<file path="config.mk">
export PLATFORM = sky130hd
export DESIGN_NAME = energy_accum_config
export DESIGN_NICKNAME = d
export VERILOG_FILES = /design/src/rtl/energy_accum_pkg.sv /design/src/rtl/accum_ctl_if.sv /design/src/rtl/energy_channel.sv /design/src/rtl/event_window.sv /design/src/rtl/energy_accum_config.sv
export SDC_FILE = /design/constraint.sdc
export NUM_CORES = 2
export LEC_CHECK = 0
export BUFFER_PORTS_ARGS = -buffer_cell sky130_fd_sc_hd__buf_2
export CAP_MARGIN = 10
export CORE_MARGIN = 2
export CORE_UTILIZATION = 56
export CTS_CLUSTER_DIAMETER = 30
export DETAILED_ROUTE_END_ITERATION = 8
export MAX_ROUTING_LAYER = met4
export PLACE_DENSITY = 0.78
export SLEW_MARGIN = 20
export SYNTH_ARGS = -nofsm -noshare
export SYNTH_HDL_FRONTEND = slang
export SYNTH_SLANG_ARGS = --single-unit
</file>
<file path="constraint.sdc">
create_clock -name I_CLK_SYS -period 11.8 [get_ports I_CLK_SYS]
set_input_delay 1.18 -clock I_CLK_SYS [delete_from_list [all_inputs] [get_ports I_CLK_SYS]]
set_output_delay 1.18 -clock I_CLK_SYS [all_outputs]
set_load 0.005 [all_outputs]
</file>
<file path="src/rtl/energy_accum_pkg.sv">
// Shared constants for the energy accumulation configuration block.
package energy_accum_pkg;
  localparam int ADDR_W  = 12;
  localparam int DATA_W  = 32;
  localparam int REG_W   = 16;
  localparam int TOTAL_W = 32;
  localparam int CNT_W   = 16;
  localparam int PHASES  = 3;
  localparam int IRQ_W   = 2;

  // Byte addresses of the registers.
  localparam logic [ADDR_W-1:0] OFF_EP_CONFIG   = 12'h4b0;
  localparam logic [ADDR_W-1:0] OFF_CORE_CONFIG = 12'h500;
  localparam logic [ADDR_W-1:0] OFF_CONTROL     = 12'h504;
  localparam logic [ADDR_W-1:0] OFF_PERIOD      = 12'h508;
  localparam logic [ADDR_W-1:0] OFF_STATUS      = 12'h50c;
  localparam logic [ADDR_W-1:0] OFF_MASK        = 12'h510;
  localparam logic [ADDR_W-1:0] OFF_STATE       = 12'h514;
  localparam logic [ADDR_W-1:0] OFF_WATT        = 12'h520;
  localparam logic [ADDR_W-1:0] OFF_VA          = 12'h524;
  localparam logic [ADDR_W-1:0] OFF_VAR         = 12'h528;
  localparam logic [ADDR_W-1:0] OFF_FVAR        = 12'h52c;

  // Energy and power configuration fields.
  localparam int               EP_NOLOAD_LSB = 13;
  localparam int               EP_SIGN_BIT   = 7;
  localparam int               EP_RDCLR_BIT  = 5;
  localparam int               EP_LOAD_BIT   = 4;
  localparam int               EP_PMODE_BIT  = 1;
  localparam int               EP_EN_BIT     = 0;
  localparam logic [REG_W-1:0] EP_WRITE_MASK = 16'he0b3;
  localparam logic [REG_W-1:0] EP_RESET      = 16'h0000;

  // Core configuration: high-pass corner select field.
  localparam int               CORE_CRN_LSB    = 9;
  localparam logic [REG_W-1:0] CORE_WRITE_MASK = 16'h0e00;
  localparam logic [REG_W-1:0] CORE_RESET      = 16'h0c00;

  // Control register fields.
  localparam int               CTRL_RUN_BIT    = 0;
  localparam int               CTRL_HPDIS_BIT  = 1;
  localparam logic [1:0]       CTRL_RESET      = 2'h0;
  localparam logic [CNT_W-1:0] PERIOD_RESET    = 16'h0000;

  // Interrupt status bits.
  localparam int               IRQ_EGY_RDY = 0;
  localparam int               IRQ_NOLOAD  = 1;

  // No-load window: code 7 turns the check off, else 64 samples shifted by the code.
  localparam logic [2:0]       NOLOAD_OFF_CODE = 3'h7;
  localparam logic [CNT_W-1:0] NOLOAD_BASE     = 16'h0040;
endpackage

</file>
<file path="src/rtl/accum_ctl_if.sv">
// Control bundle from the register bank to each energy channel.
`timescale 1ns/100ps
interface accum_ctl_if;
  logic run;
  logic sample;
  logic load;
  logic overwrite;

  modport src (output run, output sample, output load, output overwrite);
  modport dst (input run, input sample, input load, input overwrite);
endinterface // accum_ctl_if

</file>
<file path="src/rtl/energy_channel.sv">
// One energy channel: internal accumulator and user-visible total.
`timescale 1ns/100ps
module energy_channel
  import energy_accum_pkg::*;
(
  input  wire logic                                  i_clk,
  input  wire logic                                  i_rst,
  accum_ctl_if.dst                                   ctl,
  input  wire logic signed [energy_accum_pkg::TOTAL_W-1:0] i_inc,
  input  wire logic                                  i_read_clear,
  output logic signed [energy_accum_pkg::TOTAL_W-1:0] o_total
);
  logic signed [TOTAL_W-1:0] acc_reg;
  logic signed [TOTAL_W-1:0] acc_next;
  logic signed [TOTAL_W-1:0] total_reg;
  logic signed [TOTAL_W-1:0] total_next;
  logic signed [TOTAL_W-1:0] step;
  logic signed [TOTAL_W-1:0] base;

  always_comb begin
    step = (ctl.run && ctl.sample) ? i_inc : '0;
    base = i_read_clear ? '0 : total_reg;
    acc_next   = acc_reg + step;
    total_next = base;
    if (ctl.load) begin
      acc_next = step;
      if (ctl.overwrite) begin
        total_next = acc_reg;
      end else begin
        total_next = base + acc_reg;
      end
    end
  end

  always_ff @(posedge i_clk or posedge i_rst) begin
    if (i_rst) begin
      acc_reg   <= '0;
      total_reg <= '0;
    end else begin
      acc_reg   <= acc_next;
      total_reg <= total_next;
    end
  end

  assign o_total = total_reg;
endmodule // energy_channel

</file>
<file path="src/rtl/event_window.sv">
// Event counter that pulses when a programmed number of events has passed.
`timescale 1ns/100ps
module event_window
  import energy_accum_pkg::*;
(
  input  wire logic                                i_clk,
  input  wire logic                                i_rst,
  input  wire logic                                i_hold,
  input  wire logic                                i_event,
  input  wire logic [energy_accum_pkg::CNT_W-1:0]  i_limit,
  output logic                                     o_done
);
  logic [CNT_W-1:0] cnt_reg;
  logic [CNT_W-1:0] cnt_next;
  logic [CNT_W-1:0] cnt_inc;
  logic             done_next;

  always_comb begin
    cnt_inc   = cnt_reg + 16'h0001;
    cnt_next  = cnt_reg;
    done_next = 1'b0;
    if (i_hold) begin
      cnt_next = '0;
    end else if (i_event) begin
      if (cnt_inc >= i_limit) begin
        cnt_next  = '0;
        done_next = 1'b1;
      end else begin
        cnt_next = cnt_inc;
      end
    end
  end

  always_ff @(posedge i_clk or posedge i_rst) begin
    if (i_rst) begin
      cnt_reg <= '0;
      o_done  <= 1'b0;
    end else begin
      cnt_reg <= cnt_next;
      o_done  <= done_next;
    end
  end
endmodule // event_window

</file>
<file path="src/rtl/energy_accum_config.sv">
// Register bank and control logic of the energy accumulation path.
//
// Implementation choice: the APB register port.
`timescale 1ns/100ps
// Operation
// - Three-bit high-pass corner, reset six, when enabled.
// - No-load window selects 64 to 4096 samples.
// - No-load code 111 disables the check entirely.
// - Reverse reactive flag follows total or fundamental.
// - Clear-on-read zeroes an energy total when read.
// - Load mode clear adds accumulator into total.
// - Load mode set overwrites total with accumulator.
// - Period counts samples or zero crossings.
// - Accumulator runs only with enable and run.
module energy_accum_config
  import energy_accum_pkg::*;
(
  input  wire logic                                   I_CLK_SYS,
  input  wire logic                                   I_RST,
  input  wire logic                                   I_PSEL,
  input  wire logic                                   I_PENABLE,
  input  wire logic                                   I_PWRITE,
  input  wire logic [energy_accum_pkg::ADDR_W-1:0]    I_PADDR,
  input  wire logic [energy_accum_pkg::DATA_W-1:0]    I_PWDATA,
  output logic      [energy_accum_pkg::DATA_W-1:0]    O_PRDATA,
  output logic                                        O_PREADY,
  output logic                                        O_PSLVERR,
  input  wire logic                                   I_SAMPLE_STROBE,
  input  wire logic                                   I_ZERO_CROSS,
  input  wire logic signed [energy_accum_pkg::TOTAL_W-1:0] I_WATT_INC,
  input  wire logic signed [energy_accum_pkg::TOTAL_W-1:0] I_VA_INC,
  input  wire logic signed [energy_accum_pkg::TOTAL_W-1:0] I_VAR_INC,
  input  wire logic signed [energy_accum_pkg::TOTAL_W-1:0] I_FVAR_INC,
  input  wire logic [energy_accum_pkg::PHASES-1:0]    I_TOTAL_VAR_NEG,
  input  wire logic [energy_accum_pkg::PHASES-1:0]    I_FUND_VAR_NEG,
  input  wire logic                                   I_BELOW_NOLOAD,
  output logic [energy_accum_pkg::PHASES-1:0]         O_REVERSE_REACTIVE_FLAG,
  output logic                                        O_NOLOAD,
  output logic [2:0]                                  O_HIGHPASS_CORNER_SEL,
  output logic                                        O_HIGHPASS_ENABLE,
  output logic                                        O_ENERGY_READY_EVENT,
  output logic                                        O_IRQ
);
  import energy_accum_pkg::*;

  logic [REG_W-1:0]   energy_power_config_reg;
  logic [REG_W-1:0]   energy_power_config_next;
  logic [REG_W-1:0]   core_cfg_reg;
  logic [REG_W-1:0]   core_cfg_next;
  logic [1:0]         ctrl_reg;
  logic [1:0]         ctrl_next;
  logic [CNT_W-1:0]   period_reg;
  logic [CNT_W-1:0]   period_next;
  logic [IRQ_W-1:0]   status_reg;
  logic [IRQ_W-1:0]   status_next;
  logic [IRQ_W-1:0]   mask_reg;
  logic [IRQ_W-1:0]   mask_next;
  logic               ready_reg;
  logic               ready_next;
  logic [DATA_W-1:0]  rdata_reg;
  logic [DATA_W-1:0]  rdata_next;
  logic               slverr_reg;
  logic               slverr_next;
  logic               access;
  logic               commit;
  logic               wr_commit;
  logic               rd_commit;
  logic               mapped;
  logic [DATA_W-1:0]  rd_mux;

  logic [PHASES-1:0]  rev_reg;
  logic [PHASES-1:0]  rev_next;
  logic               noload_reg;
  logic               noload_next;
  logic               all_below_reg;
  logic               all_below_next;

  logic               run;
  logic               period_event;
  logic               period_done;
  logic               noload_off;
  logic [2:0]         noload_code;
  logic [CNT_W-1:0]   noload_limit;
  logic               noload_done;
  logic [3:0]         read_clear;
  logic signed [TOTAL_W-1:0] totals [4];
  logic signed [TOTAL_W-1:0] incs   [4];
  logic [IRQ_W-1:0]   irq_events;

  accum_ctl_if ctl ();

  // Bus handshake: one wait state gives the read data a flip-flop stage.
  assign access    = I_PSEL && I_PENABLE;
  assign commit    = access && ready_reg;
  assign wr_commit = commit && I_PWRITE;
  assign rd_commit = commit && !I_PWRITE;

  // Unmapped addresses answer with an error and read as zero.
  always_comb begin
    mapped = 1'b1;
    rd_mux = '0;
    unique case (I_PADDR)
      OFF_EP_CONFIG:   rd_mux[REG_W-1:0] = energy_power_config_reg & EP_WRITE_MASK;
      OFF_CORE_CONFIG: rd_mux[REG_W-1:0] = core_cfg_reg & CORE_WRITE_MASK;
      OFF_CONTROL:     rd_mux[1:0] = ctrl_reg;
      OFF_PERIOD:      rd_mux[CNT_W-1:0] = period_reg;
      OFF_STATUS:      rd_mux[IRQ_W-1:0] = status_reg;
      OFF_MASK:        rd_mux[IRQ_W-1:0] = mask_reg;
      OFF_STATE:       rd_mux[PHASES:0] = {noload_reg, rev_reg};
      OFF_WATT:        rd_mux = DATA_W'(totals[0]);
      OFF_VA:          rd_mux = DATA_W'(totals[1]);
      OFF_VAR:         rd_mux = DATA_W'(totals[2]);
      OFF_FVAR:        rd_mux = DATA_W'(totals[3]);
      default:         mapped = 1'b0;
    endcase
  end

  always_comb begin
    ready_next  = access && !ready_reg;
    rdata_next  = rdata_reg;
    slverr_next = 1'b0;
    if (access && !ready_reg) begin
      rdata_next  = I_PWRITE ? '0 : rd_mux;
      slverr_next = !mapped;
    end
  end

  always_ff @(posedge I_CLK_SYS or posedge I_RST) begin
    if (I_RST) begin
      ready_reg  <= 1'b0;
      rdata_reg  <= '0;
      slverr_reg <= 1'b0;
    end else begin
      ready_reg  <= ready_next;
      rdata_reg  <= rdata_next;
      slverr_reg <= slverr_next;
    end
  end

  // Read data holds until the next transfer (a write loads zero), so a slow master still finds it.
  assign O_PREADY  = ready_reg;
  assign O_PRDATA  = rdata_reg;
  assign O_PSLVERR = slverr_reg;

  // Configuration registers; reserved bits are masked on write.
  always_comb begin
    energy_power_config_next   = energy_power_config_reg;
    core_cfg_next = core_cfg_reg;
    ctrl_next     = ctrl_reg;
    period_next   = period_reg;
    mask_next     = mask_reg;
    if (wr_commit) begin
      unique case (I_PADDR)
        OFF_EP_CONFIG:   energy_power_config_next = I_PWDATA[REG_W-1:0] & EP_WRITE_MASK;
        OFF_CORE_CONFIG: core_cfg_next = I_PWDATA[REG_W-1:0] & CORE_WRITE_MASK;
        OFF_CONTROL:     ctrl_next = I_PWDATA[1:0];
        OFF_PERIOD:      period_next = I_PWDATA[CNT_W-1:0];
        OFF_MASK:        mask_next = I_PWDATA[IRQ_W-1:0];
        default:         ;
      endcase
    end
  end

  // Accumulation resets off until software asks for it, but the high-pass filter starts enabled and the no-load check runs from reset.
  always_ff @(posedge I_CLK_SYS or posedge I_RST) begin
    if (I_RST) begin
      energy_power_config_reg   <= EP_RESET;
      core_cfg_reg <= CORE_RESET;
      ctrl_reg     <= CTRL_RESET;
      period_reg   <= PERIOD_RESET;
      mask_reg     <= '0;
    end else begin
      energy_power_config_reg   <= energy_power_config_next;
      core_cfg_reg <= core_cfg_next;
      ctrl_reg     <= ctrl_next;
      period_reg   <= period_next;
      mask_reg     <= mask_next;
    end
  end

  // The corner select is only meaningful to the filter while it is enabled.
  assign O_HIGHPASS_CORNER_SEL = core_cfg_reg[CORE_CRN_LSB +: 3];
  assign O_HIGHPASS_ENABLE     = !ctrl_reg[CTRL_HPDIS_BIT];

  // Accumulation gating and period timing.
  assign run          = energy_power_config_reg[EP_EN_BIT] && ctrl_reg[CTRL_RUN_BIT];
  assign period_event = energy_power_config_reg[EP_PMODE_BIT] ? I_ZERO_CROSS : I_SAMPLE_STROBE;

  // A period count of zero behaves as one, so every event closes a period.
  event_window u_period (
    .i_clk   (I_CLK_SYS),
    .i_rst   (I_RST),
    .i_hold  (!run),
    .i_event (period_event),
    .i_limit (period_reg),
    .o_done  (period_done)
  );

  // Every channel sees the same gating, so the four totals always load together.
  assign ctl.run       = run;
  assign ctl.sample    = I_SAMPLE_STROBE;
  assign ctl.load      = period_done;
  assign ctl.overwrite = energy_power_config_reg[EP_LOAD_BIT];
  assign O_ENERGY_READY_EVENT = period_done;

  // Increments count only on sample strobes; other cycles add nothing.
  assign incs[0] = I_WATT_INC;
  assign incs[1] = I_VA_INC;
  assign incs[2] = I_VAR_INC;
  assign incs[3] = I_FVAR_INC;

  // A read clears the total only on the edge that completes the transfer.
  always_comb begin
    read_clear = '0;
    if (rd_commit && energy_power_config_reg[EP_RDCLR_BIT]) begin
      read_clear[0] = (I_PADDR == OFF_WATT);
      read_clear[1] = (I_PADDR == OFF_VA);
      read_clear[2] = (I_PADDR == OFF_VAR);
      read_clear[3] = (I_PADDR == OFF_FVAR);
    end
  end

  for (genvar g = 0; g < 4; g++) begin : g_chan
    energy_channel u_chan (
      .i_clk        (I_CLK_SYS),
      .i_rst        (I_RST),
      .ctl          (ctl.dst),
      .i_inc        (incs[g]),
      .i_read_clear (read_clear[g]),
      .o_total      (totals[g])
    );
  end

  // No-load window: the flag needs the load below threshold for a whole window.
  assign noload_code  = energy_power_config_reg[EP_NOLOAD_LSB +: 3];
  assign noload_off   = (noload_code == NOLOAD_OFF_CODE);
  assign noload_limit = NOLOAD_BASE << noload_code;

  // Holding the counter while disabled makes a re-enabled window start from zero.
  event_window u_noload (
    .i_clk   (I_CLK_SYS),
    .i_rst   (I_RST),
    .i_hold  (noload_off),
    .i_event (I_SAMPLE_STROBE),
    .i_limit (noload_limit),
    .o_done  (noload_done)
  );

  // The reverse flags are registered, so a sign change reaches the pins one cycle late.
  always_comb begin
    rev_next       = energy_power_config_reg[EP_SIGN_BIT] ? I_FUND_VAR_NEG : I_TOTAL_VAR_NEG;
    all_below_next = all_below_reg;
    noload_next    = noload_reg;
    if (noload_off) begin
      noload_next    = 1'b0;
      all_below_next = 1'b1;
    end else if (noload_done) begin
      noload_next    = all_below_reg;
      // A strobe in the closing cycle already belongs to the next window.
      all_below_next = !(I_SAMPLE_STROBE && !I_BELOW_NOLOAD);
    end else if (I_SAMPLE_STROBE && !I_BELOW_NOLOAD) begin
      all_below_next = 1'b0;
    end
  end

  always_ff @(posedge I_CLK_SYS or posedge I_RST) begin
    if (I_RST) begin
      rev_reg       <= '0;
      noload_reg    <= 1'b0;
      all_below_reg <= 1'b1;
    end else begin
      rev_reg       <= rev_next;
      noload_reg    <= noload_next;
      all_below_reg <= all_below_next;
    end
  end

  assign O_REVERSE_REACTIVE_FLAG = rev_reg;
  assign O_NOLOAD                = noload_reg;

  // Interrupts: a new event beats a write-one clear in the same cycle.
  always_comb begin
    irq_events              = '0;
    irq_events[IRQ_EGY_RDY] = period_done;
    irq_events[IRQ_NOLOAD]  = noload_next && !noload_reg;
    status_next = status_reg;
    if (wr_commit && (I_PADDR == OFF_STATUS)) begin
      status_next = status_reg & ~I_PWDATA[IRQ_W-1:0];
    end
    status_next = status_next | irq_events;
  end

  always_ff @(posedge I_CLK_SYS or posedge I_RST) begin
    if (I_RST) begin
      status_reg <= '0;
    end else begin
      status_reg <= status_next;
    end
  end

  // The interrupt is a plain level, so software may poll it or take its edge.
  assign O_IRQ = |(status_reg & mask_reg);
endmodule // energy_accum_config

</file>
==> metrics.md <==
| Metric | Value |
|---|---|
| Gate Count Post-Synth | `3617` |
| RSZ-0062 raised after global routing | `false` |
| Clock Tree Buf Depth | `3` |
| Max Clk Rate | `158 MHz` |
| Post-synth EDFFs | `0` |
| Hpwl dp | `61.6 mm` |
| Worst-path clk slew | `40 ps` |
| Clk_skew | `25.1 ps` |
| CP arrival | `6790 ps` |
| Vias | `27800` |
| Cts hold-fix bufs | `0` |
| Final routed DRC violation total | `0` |
| Unique masters post-synth | `97` |
| Layout cell share with drive strength beyond 1 | `0.127` |
| Final worst setup slack | `5470 ps` |
| Die ar. | `0.0555 mm^2` |
| Top cells by area, synth | `dfrtp_1 30%, ha_1 11%, a21oi_1 6.8%, and2_1 5.5%, nor2_1 4.2%` |
| Post_cts resized | `0` |
| Total iterations of the first detailed-routing run | `9` |
| Vias in the first global route | `26600` |
| WL final | `86.2 mm` |
| CP Class | `input port to flip-flop` |
| Initial antenna violation count | `1` |
| Core ar. | `0.0528 mm^2` |
| Std-Cell Rows | `84` |
| Ys flop type | `dfrtp_1` |
| Pleak | `17.5 nW` |
| Ports | `230` |
| Mapped Area | `0.0300 mm^2` |
| Min Hold Slack | `474 ps` |
| Width of the die | `236 um` |
| CP Capture Type | `flip-flop` |
| Synth top area share | `0.299` |
| Synth top cells by count | `406 x a21oi_1, 359 x dfrtp_1, 333 x nor2_1` |
| Clock Latency Late Sink | `630 ps` |
| Initial core utilization | `0.569` |
| H-tree levels | `3` |
| Gp weighted congestion | `0.993` |
| Final Hold Viols | `0` |
| Die Y | `236 um` |
| Wire per inst | `18.9 um` |
| Crit path max fanout | `34` |
| Root Driver | `clkbuf_16` |
| Warning count from the yosys run | `0` |
| CTS buffer count | `96` |
| Post-synth top area cell | `dfrtp_1` |
| Max-slew violation count | `0` |
| Synth Area per Inst | `8.30 um^2` |
| VDD IR max | `0.168 mV` |
| Actual slew at the worst max-slew pin | `1110 ps` |
| Final setup violation count | `0` |
| Max_slew headroom | `0.254` |
| FFs w/ async S/R, synth | `1.00` |
| Via/cell ratio | `6.11` |
| Gr usage total | `0.317` |
| Syn-to-layout area delta | `16.4%` |
| FF+latch count, synth | `362` |
| DP Area | `0.0315 mm^2` |
| Top-count cell post-synth | `a21oi_1` |
| CTS tree | `built` |
| Max-Cap Viols | `0` |
| First-pass GRT wire length | `139 mm` |
| Sequential area share after synthesis | `0.302` |
| TNS Setup | `0 ps` |
| Place WS | `5040 ps` |
| DRT antenna net count | `0` |
| Synthesized Nets | `4085` |
| Fillers | `4425` |
| Worst hold path class | `flip-flop to flip-flop` |
| Status | `finished clean` |
| Critical Path RT | `12260 ps` |
| Design Area, Final | `0.0350 mm^2` |
| CTS sink count | `362` |
| Min Tclk post-route | `6330 ps` |
| Post-CTS Setup Inserts | `0` |
| Largest net degree at the start of global routing | `211` |
| Share of the clock period used by the worst path | `0.537` |
| Crit start category | `input port` |
| Power Dens Cells | `124 mW/mm^2` |
| Number of buffers added on ports | `213` |
| Final nets | `4252` |
| GRT overflow | `0` |
| DRT iter0 DRCs | `2528` |
==> cell families after synthesis <==
kind of cell               share of synthesized area
AOI/OAI and AO/OA                              0.256
xor gates and xnor gates                      0.0674
adders and majority gates                      0.119
buffers and inverters                         0.0352
DFF                                            0.302
muxes                                         0.0247
and+or+nand+nor                                0.196
==> per-layer routing <==
layer / part of all wire / track usage / vias to the layer above / routed length, um
met3: 0.073 / 0.0648 / 235 / 6280
met5: 0 / - / - / 0
met1: 0.42 / 0.389 / 13200 / 36000
met4: 0.038 / 0.119 / 0 / 3300
met2: 0.47 / 0.515 / 924 / 40600
li1: - / - / 13500 / -
==> power breakdown <==
group          switching (W)  internal (W)
Clock               0.000864       0.00191
Sequential         0.0000358       0.00127
Combinational       0.000140     0.0000995
Total                0.00104       0.00328
==> path summary, 6_finish.rpt <==
path                              from                           end  slack, ps  cells past startpoint
setup reg to reg              O_PREADY  g_chan[0].u_chan.o_total[28]       6570                     17
min in group asynchronous        I_RST   g_chan[2].u_chan.acc_reg[3]        610                      2
hold reg to reg            O_PRDATA[5]                   O_PRDATA[5]        470                      2
max in group asynchronous        I_RST  g_chan[0].u_chan.o_total[16]       9100                      4
setup / recovery            I_PADDR[1]  g_chan[3].u_chan.o_total[28]       5470                     22
hold / removal             O_PRDATA[5]                   O_PRDATA[5]        470                      2
==> cell usage in the layout (no fill, tap or decap), types with 35 or more instances in the layout <==
| cell | n |
|---|---|
| inv_1 | 94 |
| nor2b_1 | 36 |
| buf_2 | 213 |
| nand4_1 | 39 |
| a31oi_1 | 39 |
| clkbuf_16 | 98 |
| o21a_1 | 43 |
| mux2i_1 | 38 |
| and2_1 | 264 |
| nor2_1 | 332 |
| and3_1 | 35 |
| xnor2_1 | 113 |
| ha_1 | 274 |
| dfrtp_1 | 357 |
| o21ai_0 | 245 |
| xor2_1 | 118 |
| nand3_1 | 67 |
| a21o_1 | 157 |
| a21oi_1 | 406 |
| nand2_1 | 304 |
==> stage by stage <==
stage               std cells  power [W]  utilization
floorplan                3617    0.00148            -
detailed placement       4374    0.00156        0.597
finish                   4554    0.00432        0.663
global route             4554    0.00445        0.663
global placement         4374    0.00156        0.597
CTS                      4553    0.00435        0.663
==> worst max-delay path: stages <==
cell and delay, ps:
buf_2 90, nor4_1 360, nand4b_1 260, nor2_2 310
and2_1 240, and3_1 780, nand2_1 120, buf_4 280
and2_1 220, ha_1 220, fa_1 450, a21o_1 190
a21oi_1 170, nor2_1 100, a21o_1 190, o221ai_2 240
o21ai_1 210, a311o_1 390, a21o_1 230, a211oi_2 260
xor2_1 160, o221ai_1 120
==> area by class of cell <==
type                            instances  area [um^2]  share of cell area
Timing Repair Buffer                  236         1260              0.0361
Multi-Input combinational cell       2990        19900               0.570
Clock buffer                          116         2620              0.0749
Inverter                               98          380              0.0109
Sequential cell                       362         9070               0.259
Tap cell                              688          861              0.0246
Clock inverter                         63          835              0.0239
Antenna cell                            1         2.50           0.0000716
Note: power is estimated with default switching activity, not from simulation.
